### src/pkg/tlms_pkg.sv
// register map, field layout, reset values and mode codes of the torque limit and mode select block
package tlms_pkg;
  localparam int ADDR_W = 6;
  localparam logic [5:0] OFS_CTRL = 6'h00;
  localparam logic [5:0] OFS_FWD_INT = 6'h04;
  localparam logic [5:0] OFS_REV_INT = 6'h08;
  localparam logic [5:0] OFS_POS_EXT = 6'h0c;
  localparam logic [5:0] OFS_NEG_EXT = 6'h10;
  localparam logic [5:0] OFS_TREF_GAIN = 6'h14;
  localparam logic [5:0] OFS_IN_ASSIGN = 6'h18;
  localparam logic [5:0] OFS_OUT_ASSIGN = 6'h1c;
  localparam logic [5:0] OFS_STATUS = 6'h20;
  localparam logic [5:0] OFS_INT_STAT = 6'h24;
  localparam logic [5:0] OFS_INT_MASK = 6'h28;
  // control register fields
  localparam int CTRL_CODE_LSB = 0;
  localparam int CTRL_DUAL_BIT = 4;
  localparam int CTRL_ANALOG_BIT = 5;
  // input assignment fields
  localparam int INA_POS_LSB = 0;
  localparam int INA_POS_EN_BIT = 3;
  localparam int INA_NEG_LSB = 4;
  localparam int INA_NEG_EN_BIT = 7;
  // output assignment fields
  localparam int OUTA_LSB = 0;
  localparam int OUTA_EN_BIT = 3;
  // status fields
  localparam int ST_MODE_LSB = 0;
  localparam int ST_POS_ON_BIT = 3;
  localparam int ST_NEG_ON_BIT = 4;
  localparam int ST_CLAMP_BIT = 5;
  localparam int ST_SPD_LSB = 6;
  // interrupt bits
  localparam int IRQ_CLAMP_BIT = 0;
  localparam int IRQ_MODE_BIT = 1;
  localparam int IRQ_W = 2;
  // reset values
  localparam logic [3:0] RST_CODE = 4'h0;
  localparam logic [15:0] RST_INT_LIM = 16'h012c;
  localparam logic [15:0] RST_EXT_LIM = 16'h0064;
  localparam logic [15:0] RST_GAIN = 16'h0100;
  localparam int GAIN_FRAC = 8;
  // terminals
  localparam int TERM_N = 8;
  localparam logic [2:0] DEF_POS_TERM = 3'h0;
  localparam logic [2:0] DEF_NEG_TERM = 3'h1;
  // mode combination codes
  localparam logic [3:0] CODE_ISPD_SPD = 4'h4;
  localparam logic [3:0] CODE_ISPD_POS = 4'h5;
  localparam logic [3:0] CODE_ISPD_TRQ = 4'h6;
  localparam logic [3:0] CODE_POS_SPD = 4'h7;
  localparam logic [3:0] CODE_POS_TRQ = 4'h8;
  localparam logic [3:0] CODE_TRQ_SPD = 4'h9;
  localparam logic [3:0] CODE_SPD_ZCL = 4'ha;
  localparam logic [3:0] CODE_POS_INH = 4'hb;
  typedef enum logic [2:0] {
    TLMS_SPEED = 3'h0,
    TLMS_POSITION = 3'h1,
    TLMS_TORQUE = 3'h2,
    TLMS_INT_SPEED = 3'h3,
    TLMS_ZERO_CLAMP = 3'h4,
    TLMS_POS_INHIBIT = 3'h5
  } tlms_mode_t;
endpackage

### src/hdl/tlms_core.sv
// torque limit selection, limiting status output and control mode selection with avalon registers
// Contract
// - pos input on: min forward internal, positive external
// - pos input off: forward internal limit only
// - neg input on: min reverse internal, negative external
// - neg input off: reverse internal limit only
// - single axis default terminals unless assigned; dual needs assignment
// - shared terminal drives every signal assigned
// - status output low while torque held at limit
// - status output only on assigned terminal
// - torque reference scaled by input gain
// - codes 4,5,6 pair internal speed with others
// - codes 7,8 pair position with speed, torque
// - code 9 pairs torque with speed
// - code A pairs speed with zero clamp
// - code B pairs position with pulse inhibit
// - codes 4-6: limit inputs become mode shift
// - analog limit plus external: smaller value wins
// - codes 7-B: proportional input selects mode
`timescale 1ns/1ps
module tlms_core
  import tlms_pkg::*;
(
  // clock and reset
  input wire logic core_clk,
  input wire logic rst,
  // avalon-mm slave
  input wire logic [tlms_pkg::ADDR_W-1:0] avs_address,
  input wire logic avs_read,
  input wire logic avs_write,
  input wire logic [31:0] avs_writedata,
  input wire logic [3:0] avs_byteenable,
  output logic [31:0] avs_readdata,
  output logic avs_waitrequest,
  // interrupt
  output logic irq,
  // discrete terminals, active low
  input wire logic [tlms_pkg::TERM_N-1:0] term_in_n,
  input wire logic proportional_ctrl_in_n,
  output logic [tlms_pkg::TERM_N-1:0] term_out_n,
  // torque path, percent units
  input wire logic signed [15:0] torque_ref_in,
  input wire logic signed [15:0] torque_demand,
  output logic signed [15:0] torque_out,
  // mode result
  output tlms_pkg::tlms_mode_t active_mode,
  output logic [1:0] int_speed_sel,
  output logic pos_limit_alias,
  output logic neg_limit_alias,
  output logic torque_limiting_out_n
);
  import tlms_pkg::*;

  logic [3:0] mode_code;
  logic dual_axis;
  logic analog_lim_en;
  logic [15:0] fwd_internal_limit;
  logic [15:0] rev_internal_limit;
  logic [15:0] pos_external_limit;
  logic [15:0] neg_external_limit;
  logic [15:0] tref_gain;
  logic [7:0] in_assign;
  logic [3:0] out_assign;
  logic [IRQ_W-1:0] int_stat;
  logic [IRQ_W-1:0] int_mask;
  logic ack;
  logic wr_en;
  logic clamping;
  logic clamp_d;
  tlms_mode_t mode_d;
  logic pos_limit_in_n;
  logic neg_limit_in_n;
  logic shift_codes;
  logic pair_codes;
  tlms_mode_t next_mode;
  logic [1:0] next_spd;
  logic signed [15:0] tref_scaled;
  logic [15:0] analog_lim;
  logic [15:0] pos_lim;
  logic [15:0] neg_lim;
  logic signed [15:0] torque_src;
  logic signed [15:0] next_torque;
  logic next_clamp;
  logic [31:0] rd_mux;

  // byte-lane merge for register writes
  function automatic logic [31:0] merge(input logic [31:0] old, input logic [31:0] wd,
                                        input logic [3:0] be);
    logic [31:0] r;
    r = old;
    for (int i = 0; i < 4; i++) begin
      if (be[i]) begin
        r[i*8 +: 8] = wd[i*8 +: 8];
      end
    end
    return r;
  endfunction

  function automatic logic [15:0] umin(input logic [15:0] a, input logic [15:0] b);
    return (a < b) ? a : b;
  endfunction

  // pick one terminal for a logical input; off when not routed
  function automatic logic route_in(input logic [TERM_N-1:0] pins, input logic [2:0] sel,
                                    input logic en);
    return en ? pins[sel] : 1'b1;
  endfunction

  // gain is unsigned fixed point; result saturates to 16 bits
  function automatic logic signed [15:0] scale(input logic signed [15:0] v,
                                               input logic [15:0] g);
    logic signed [32:0] p;
    logic signed [24:0] s;
    p = v * $signed({1'b0, g});
    s = p[32:GAIN_FRAC];
    if (s > 25'sh0007fff) begin
      return 16'sh7fff;
    end else if (s < -25'sh0008000) begin
      return -16'sh8000;
    end
    return s[15:0];
  endfunction

  function automatic logic [15:0] absval(input logic signed [15:0] v);
    if (v == -16'sh8000) begin
      return 16'h7fff;
    end
    return v[15] ? 16'(-v) : 16'(v);
  endfunction

  // ---------------- bus slave ----------------
  // one wait cycle per access; the answer stands while waitrequest is low
  assign avs_waitrequest = (avs_read | avs_write) & ~ack;
  assign wr_en = avs_write & ack;

  always_ff @(posedge core_clk or posedge rst) begin
    if (rst) begin
      ack <= 1'b0;
    end else begin
      ack <= (avs_read | avs_write) & ~ack;
    end
  end

  always_comb begin
    rd_mux = 32'h0000_0000;
    unique case (avs_address)
      OFS_CTRL: begin
        rd_mux[CTRL_CODE_LSB +: 4] = mode_code;
        rd_mux[CTRL_DUAL_BIT] = dual_axis;
        rd_mux[CTRL_ANALOG_BIT] = analog_lim_en;
      end
      OFS_FWD_INT: rd_mux[15:0] = fwd_internal_limit;
      OFS_REV_INT: rd_mux[15:0] = rev_internal_limit;
      OFS_POS_EXT: rd_mux[15:0] = pos_external_limit;
      OFS_NEG_EXT: rd_mux[15:0] = neg_external_limit;
      OFS_TREF_GAIN: rd_mux[15:0] = tref_gain;
      OFS_IN_ASSIGN: rd_mux[7:0] = in_assign;
      OFS_OUT_ASSIGN: rd_mux[3:0] = out_assign;
      OFS_STATUS: begin
        rd_mux[ST_MODE_LSB +: 3] = active_mode;
        rd_mux[ST_POS_ON_BIT] = ~pos_limit_in_n;
        rd_mux[ST_NEG_ON_BIT] = ~neg_limit_in_n;
        rd_mux[ST_CLAMP_BIT] = clamping;
        rd_mux[ST_SPD_LSB +: 2] = int_speed_sel;
      end
      OFS_INT_STAT: rd_mux[IRQ_W-1:0] = int_stat;
      OFS_INT_MASK: rd_mux[IRQ_W-1:0] = int_mask;
      default: rd_mux = 32'h0000_0000;
    endcase
  end

  always_ff @(posedge core_clk or posedge rst) begin
    if (rst) begin
      avs_readdata <= 32'h0000_0000;
    end else if (avs_read & ~ack) begin
      avs_readdata <= rd_mux;
    end
  end

  always_ff @(posedge core_clk or posedge rst) begin
    if (rst) begin
      mode_code <= RST_CODE;
      dual_axis <= 1'b0;
      analog_lim_en <= 1'b0;
      in_assign <= 8'h00;
      out_assign <= 4'h0;
    end else if (wr_en) begin
      unique case (avs_address)
        OFS_CTRL: begin
          mode_code <= 4'(merge({26'h0, analog_lim_en, dual_axis, mode_code}, avs_writedata,
                                avs_byteenable) >> CTRL_CODE_LSB);
          dual_axis <= avs_byteenable[0] ? avs_writedata[CTRL_DUAL_BIT] : dual_axis;
          analog_lim_en <= avs_byteenable[0] ? avs_writedata[CTRL_ANALOG_BIT] : analog_lim_en;
        end
        OFS_IN_ASSIGN: in_assign <= avs_byteenable[0] ? avs_writedata[7:0] : in_assign;
        OFS_OUT_ASSIGN: out_assign <= avs_byteenable[0] ? avs_writedata[3:0] : out_assign;
        default: ;
      endcase
    end
  end

  always_ff @(posedge core_clk or posedge rst) begin
    if (rst) begin
      fwd_internal_limit <= RST_INT_LIM;
      rev_internal_limit <= RST_INT_LIM;
      pos_external_limit <= RST_EXT_LIM;
      neg_external_limit <= RST_EXT_LIM;
      tref_gain <= RST_GAIN;
    end else if (wr_en) begin
      unique case (avs_address)
        OFS_FWD_INT: fwd_internal_limit <= 16'(merge({16'h0, fwd_internal_limit}, avs_writedata,
                                                     avs_byteenable));
        OFS_REV_INT: rev_internal_limit <= 16'(merge({16'h0, rev_internal_limit}, avs_writedata,
                                                     avs_byteenable));
        OFS_POS_EXT: pos_external_limit <= 16'(merge({16'h0, pos_external_limit}, avs_writedata,
                                                     avs_byteenable));
        OFS_NEG_EXT: neg_external_limit <= 16'(merge({16'h0, neg_external_limit}, avs_writedata,
                                                     avs_byteenable));
        OFS_TREF_GAIN: tref_gain <= 16'(merge({16'h0, tref_gain}, avs_writedata,
                                              avs_byteenable));
        default: ;
      endcase
    end
  end

  // ---------------- interrupts ----------------
  // a new event in the clearing cycle survives the clear
  always_ff @(posedge core_clk or posedge rst) begin
    if (rst) begin
      int_stat <= '0;
    end else begin
      int_stat <= (int_stat & ~((wr_en && avs_address == OFS_INT_STAT && avs_byteenable[0])
                                ? avs_writedata[IRQ_W-1:0] : '0))
                | {(active_mode != mode_d), (clamping & ~clamp_d)};
    end
  end

  always_ff @(posedge core_clk or posedge rst) begin
    if (rst) begin
      int_mask <= '0;
    end else if (wr_en && avs_address == OFS_INT_MASK && avs_byteenable[0]) begin
      int_mask <= avs_writedata[IRQ_W-1:0];
    end
  end

  assign irq = |(int_stat & int_mask);

  always_ff @(posedge core_clk or posedge rst) begin
    if (rst) begin
      clamp_d <= 1'b0;
      mode_d <= TLMS_SPEED;
    end else begin
      clamp_d <= clamping;
      mode_d <= active_mode;
    end
  end

  // ---------------- input routing ----------------
  // each logical input indexes the terminal vector on its own, so one low
  // terminal asserts every signal routed to it
  always_comb begin
    if (dual_axis) begin
      pos_limit_in_n = route_in(term_in_n, in_assign[INA_POS_LSB +: 3],
                                in_assign[INA_POS_EN_BIT]);
      neg_limit_in_n = route_in(term_in_n, in_assign[INA_NEG_LSB +: 3],
                                in_assign[INA_NEG_EN_BIT]);
    end else begin
      pos_limit_in_n = in_assign[INA_POS_EN_BIT] ? term_in_n[in_assign[INA_POS_LSB +: 3]]
                                                 : term_in_n[DEF_POS_TERM];
      neg_limit_in_n = in_assign[INA_NEG_EN_BIT] ? term_in_n[in_assign[INA_NEG_LSB +: 3]]
                                                 : term_in_n[DEF_NEG_TERM];
    end
  end

  // ---------------- mode selection ----------------
  assign shift_codes = (mode_code == CODE_ISPD_SPD) || (mode_code == CODE_ISPD_POS)
                     || (mode_code == CODE_ISPD_TRQ);
  assign pair_codes = (mode_code >= CODE_POS_SPD) && (mode_code <= CODE_POS_INH);

  always_comb begin
    next_mode = TLMS_SPEED;
    next_spd = 2'h0;
    if (shift_codes) begin
      if (pos_limit_in_n & neg_limit_in_n) begin
        unique case (mode_code)
          CODE_ISPD_SPD: next_mode = TLMS_SPEED;
          CODE_ISPD_POS: next_mode = TLMS_POSITION;
          default: next_mode = TLMS_TORQUE;
        endcase
      end else begin
        next_mode = TLMS_INT_SPEED;
        next_spd = {~neg_limit_in_n, ~pos_limit_in_n};
      end
    end else if (pair_codes) begin
      unique case (mode_code)
        // input on (low) picks the second mode of each pair, off picks the first
        CODE_POS_SPD: next_mode = proportional_ctrl_in_n ? TLMS_POSITION
                                                         : TLMS_SPEED;
        CODE_POS_TRQ: next_mode = proportional_ctrl_in_n ? TLMS_POSITION
                                                         : TLMS_TORQUE;
        CODE_TRQ_SPD: next_mode = proportional_ctrl_in_n ? TLMS_TORQUE
                                                         : TLMS_SPEED;
        CODE_SPD_ZCL: next_mode = proportional_ctrl_in_n ? TLMS_SPEED
                                                         : TLMS_ZERO_CLAMP;
        default: next_mode = proportional_ctrl_in_n ? TLMS_POSITION
                                                    : TLMS_POS_INHIBIT;
      endcase
    end
  end

  always_ff @(posedge core_clk or posedge rst) begin
    if (rst) begin
      active_mode <= TLMS_SPEED;
      int_speed_sel <= 2'h0;
    end else begin
      active_mode <= next_mode;
      int_speed_sel <= next_spd;
    end
  end

  // ---------------- torque limits ----------------
  // the analog limit only exists outside torque mode, since the reference
  // terminal then carries the torque command instead
  assign tref_scaled = scale(torque_ref_in, tref_gain);
  assign analog_lim = absval(tref_scaled);

  always_comb begin
    pos_lim = fwd_internal_limit;
    neg_lim = rev_internal_limit;
    if (!shift_codes && !pos_limit_in_n) begin
      pos_lim = umin(fwd_internal_limit, pos_external_limit);
    end
    if (!shift_codes && !neg_limit_in_n) begin
      neg_lim = umin(rev_internal_limit, neg_external_limit);
    end
    if (analog_lim_en && active_mode != TLMS_TORQUE) begin
      pos_lim = umin(pos_lim, analog_lim);
      neg_lim = umin(neg_lim, analog_lim);
    end
  end

  assign torque_src = (active_mode == TLMS_TORQUE) ? tref_scaled : torque_demand;

  always_comb begin
    next_torque = torque_src;
    next_clamp = 1'b0;
    // sign first: a negative demand must never compare as a large positive one
    if (!torque_src[15] && ($unsigned(torque_src) > pos_lim)) begin
      next_torque = 16'(pos_lim);
      next_clamp = 1'b1;
    end else if (torque_src[15] && (17'(absval(torque_src)) > {1'b0, neg_lim})) begin
      next_torque = 16'(-$signed({1'b0, neg_lim[14:0]}));
      next_clamp = 1'b1;
    end
  end

  always_ff @(posedge core_clk or posedge rst) begin
    if (rst) begin
      torque_out <= 16'sh0000;
      clamping <= 1'b0;
    end else begin
      torque_out <= next_torque;
      clamping <= next_clamp;
    end
  end

  // ---------------- outputs ----------------
  always_ff @(posedge core_clk or posedge rst) begin
    if (rst) begin
      torque_limiting_out_n <= 1'b1;
      term_out_n <= '1;
      pos_limit_alias <= 1'b0;
      neg_limit_alias <= 1'b0;
    end else begin
      torque_limiting_out_n <= ~next_clamp;
      for (int i = 0; i < TERM_N; i++) begin
        term_out_n[i] <= ~(next_clamp && out_assign[OUTA_EN_BIT]
                           && out_assign[OUTA_LSB +: 3] == 3'(i));
      end
      pos_limit_alias <= ~shift_codes & ~pos_limit_in_n;
      neg_limit_alias <= ~shift_codes & ~neg_limit_in_n;
    end
  end
endmodule // tlms_core

### config.mk
export PLATFORM = sky130hd
export DESIGN_NAME = tlms_core
export DESIGN_NICKNAME = d
export VERILOG_FILES = /design/src/pkg/tlms_pkg.sv /design/src/hdl/tlms_core.sv
export SDC_FILE = /design/constraint.sdc
export NUM_CORES = 1
export LEC_CHECK = 0
export ABC_AREA = 1
export BUFFER_PORTS_ARGS = -buffer_cell sky130_fd_sc_hd__buf_2
export CORE_UTILIZATION = 63
export DETAILED_ROUTE_END_ITERATION = 16
export PLACE_DENSITY = 0.9
export SETUP_SLACK_MARGIN = 0.05
export SYNTH_ARGS = -nofsm -noshare
export SYNTH_HDL_FRONTEND = slang
export SYNTH_SLANG_ARGS = --single-unit
### constraint.sdc
create_clock -name core_clk -period 13.4 [get_ports core_clk]
set_clock_uncertainty 0.15 [all_clocks]
set_input_delay 2.68 -clock core_clk [delete_from_list [all_inputs] [get_ports core_clk]]
set_output_delay 2.68 -clock core_clk [all_outputs]
set_load 0.01 [all_outputs]
==> results.toml <==
[synthesis]
synth_ff_type = "dfrtp_1"
synth_mux_area_share_pct = 0.375
synth_area_mm2 = 0.0210
synth_warnings = 0
synth-compound-area-share_pct = 11.4
synth_seq_cells = 156
yosysSeqAreaShare_pct = 18.7
synth_cells = 2950
synth-xor-area-share_pct = 1.29
synth_top_area_share_pct = 18.4
synth-edff-count = 0
synth_top_area_cell = "fa_1"
synth_top_family_by_area = "adder cells"
synth_fa_ha_area_share_pct = 30.5
ys_async_sr_fraction_pct = 100
ys_types = 59
synth_area_per_cell_um2 = 7.13
synthSimpleGateAreaFrac_pct = 23.5
synth.area.top_cells = "fa_1 (18%), dfrtp_1 (16%), nand2_1 (14%)"

[routing]
drt-initial-drc-count = 2394
vias = 20200
via_per_inst = 5.75
drt_pass1_iterations = 8
finalWirelength_mm = 61.8
wire_per_inst_um = 17.6
postRouteAntennaNets = 0
drcViolationCount = 0

[final_layout]
antenna_cells = 0
drive_above_1_share_pct = 11.8
utilization_pct = 70.3
final_cell_mix = "nand2_1 (777), inv_1 (634), o21ai_0 (203), ha_1 (201), fa_1 (193)"
fin_nets = 3539
multi_input_area_mm2 = 0.0143
nFillCells = 2592
mostFrequentLayoutCell = "nand2_1"
synthToLayoutAreaGrowth_pct = 9.29
regArea_mm2 = 0.00393

[placed_design]
hpwl_mm = 48.9
gp_congestion = 1.00
place.port_buffers = 118

[outcome]
status = "completed"

[grt]
overflow = 0
grt_max_degree = 94
antenna_found_initial = 0
grt_pass1_wl_mm = 98.6
grt_pass1_vias = 19400
grt_use_total_pct = 37.2

[job]
drv_cap = 0

[clock_network]
cts_hold_buf = 0
cts_made_buffers = 17
clock_path_buffers = 2
ctsRootBufferMaster = "clkbuf_16"
clkTransAtPathRegs_ns = 0.07
cts.sinks = 156
clock_latency_ns = 0.45
htreeDepth = 4
cts_tree = "done"

[power_and_ir_drop]
power.switching_mw = 1.03
switching_share_pct = 45.3
p_int_mw = 1.25
combPwrFrac_pct = 51.7
pwr-share-seq_pct = 24.3
vdd_ir_drop_max_mv = 0.137
powerDensity_mw_per_mm2 = 99.3
p_leak_nw = 13.0
p_clk_share_pct = 24.0

[sta]
totalNegativeSetupSlack_ns = 0
setup-violations-final = 0
finalMaxSlewViolations = 0
min_period_ns = 12.80
worst_pin_slew_ns = 1.14
rsz0062_at_grt = "no"
fmax_mhz = 78.1
hold_violations = 0
max_slew_margin_pct = 23.7
fin_crit_sh_pct = 95.5

[floorplan]
die-area_mm2 = 0.0341
rows = 66
initial_utilization_pct = 64.3
die_w_um = 185
core_mm2 = 0.0327
ios = 153
die_h_um = 185

[critical_path]
worst_ep_arrival_time_ns = 12.94
max_stage_delay_ns = 0.56
end_kind = "flop"
worstSetupPathType = "in -> reg"
cp_data_required_time_ns = 13.55
critPathMaxFanout = 13
slowest_stage = "fa_1"
start_kind = "input pin"

[min_path]
hold_class = "reg -> reg"
flip-flops by register name, summed over array words and instances, names as in the netlist, 2 cells and up:
name and cells:
avs_readdata 16, fwd_internal_limit 16, neg_external_limit 16, pos_external_limit 16, rev_internal_limit 16, torque_out 16, tref_gain 16, in_assign 8
term_out_n 8, mode_code 4, out_assign 4, active_mode 3, mode_d 3, int_mask 2, int_speed_sel 2, int_stat 2
synth_stat cells (3+ instances only):
| master | number |
|---|---|
| a21oi_1 | 95 |
| mux2_2 | 7 |
| nor2_1 | 159 |
| nand3_1 | 104 |
| inv_1 | 636 |
| a21o_1 | 3 |
| nand2_2 | 36 |
| clkbuf_1 | 92 |
| a31oi_1 | 13 |
| buf_6 | 4 |
| o22ai_1 | 24 |
| nand4_1 | 23 |
| nand2_1 | 778 |
| nor4_1 | 4 |
| o211ai_1 | 6 |
| or2_2 | 17 |
| o21ai_0 | 209 |
| ha_1 | 203 |
| o21bai_1 | 7 |
| a211oi_1 | 3 |
| a221oi_1 | 19 |
| a22oi_1 | 7 |
| buf_4 | 17 |
| dfstp_2 | 24 |
| o31ai_1 | 6 |
| nand3_2 | 7 |
| xor2_1 | 12 |
| o2111ai_1 | 5 |
| o221ai_1 | 7 |
| nor3_1 | 25 |
| nor2_4 | 3 |
| buf_2 | 5 |
| nor2_2 | 7 |
| dfrtp_1 | 132 |
| fa_1 | 193 |
| xnor2_1 | 14 |
| nand3b_1 | 8 |
| inv_2 | 7 |
| o21ai_1 | 3 |
worst max-delay path, delay by kind of cell:
| family | cells | cell delay, ns |
|---|---|---|
| adder cells (fa/ha/maj) | 9 | 4.10 |
| AND/OR/NAND/NOR | 27 | 3.26 |
| buffers and inverters | 14 | 1.58 |
| AO/OA/AOI/OAI | 10 | 1.33 |
metrics by stage:
step | instances | setup slack [ns] | hold slack (ns) | instance area [um2] | total power [mW]
finish | 3511 | 0.603 | 0.288 | 23000 | 2.28
global placement | 3473 | 0.191 | 0.262 | 22200 | 1.66
CTS | 3505 | 0.449 | 0.290 | 22800 | 2.24
floorplan | 2966 | 0.718 | 0.204 | 21100 | 1.35
global route | 3511 | 0.0154 | 0.302 | 23000 | 2.45
detailed placement | 3473 | 0.0501 | 0.282 | 22200 | 1.69
final cells by class:
class                      instances  share of cell area [%]
inverter                         645                    10.6
timing repair inverter             1                  0.0327
clock inverter                    15                   0.975
clock buffer                      17                    1.85
sequential                       156                    17.1
tap                              442                    2.41
multi-input combinational       2049                    62.2
timing repair buffer             186                    4.83
what timing repair did:
item | in CTS | in global routing
gates resized for setup | 0 | 30
endpoints found under the setup margin | 0 | 26
buffers inserted | 0 | 2
metal layers:
| metal | wire, um | vias up | GRT usage, % |
|---|---|---|---|
| met5 | 0 | - | 0 |
| li1 | - | 9313 | - |
| met3 | 6720 | 173 | 8.32 |
| met2 | 27400 | 1190 | 58.2 |
| met1 | 25400 | 9515 | 50.8 |
| met4 | 2160 | 0 | 13.1 |
kinds of logic after synthesis:
kind of cell    count (synthesis)
simple gates                 1177
flops                         156
buf+inv                       764
other cells                     2
xor+xnor                       28
mux                             7
compound gates                420
fa+ha+maj                     396
power by group through the flow:
stage | clock [mW] | combinational (mW) | sequential, mW
CTS | 0.543 | 1.14 | 0.553
global route | 0.562 | 1.32 | 0.559
floorplan | 0 | 0.796 | 0.555
finish | 0.547 | 1.18 | 0.555
detailed placement | 0 | 1.13 | 0.561
global placement | 0 | 1.10 | 0.559
path summary, 6_finish.rpt:
path / endpoint / cells after the start / slack [ns] / startpoint
setup / recovery: torque_out[3]$_DFF_PP0_ / 60 / 0.60 / torque_ref_in[15]
hold / removal: int_stat[0]$_DFF_PP0_ / 1 / 0.29 / clamp_d$_DFF_PP0_
setup reg to reg: torque_out[3]$_DFF_PP0_ / 60 / 1.96 / tref_gain[5]$_DFFE_PP0P_
hold reg to reg: int_stat[0]$_DFF_PP0_ / 1 / 0.29 / clamp_d$_DFF_PP0_
max in group asynchronous: tref_gain[9]$_DFFE_PP0P_ / 3 / 9.49 / rst
min in group asynchronous: torque_out[1]$_DFF_PP0_ / 2 / 2.24 / rst
(Power assumes the default switching activity.)
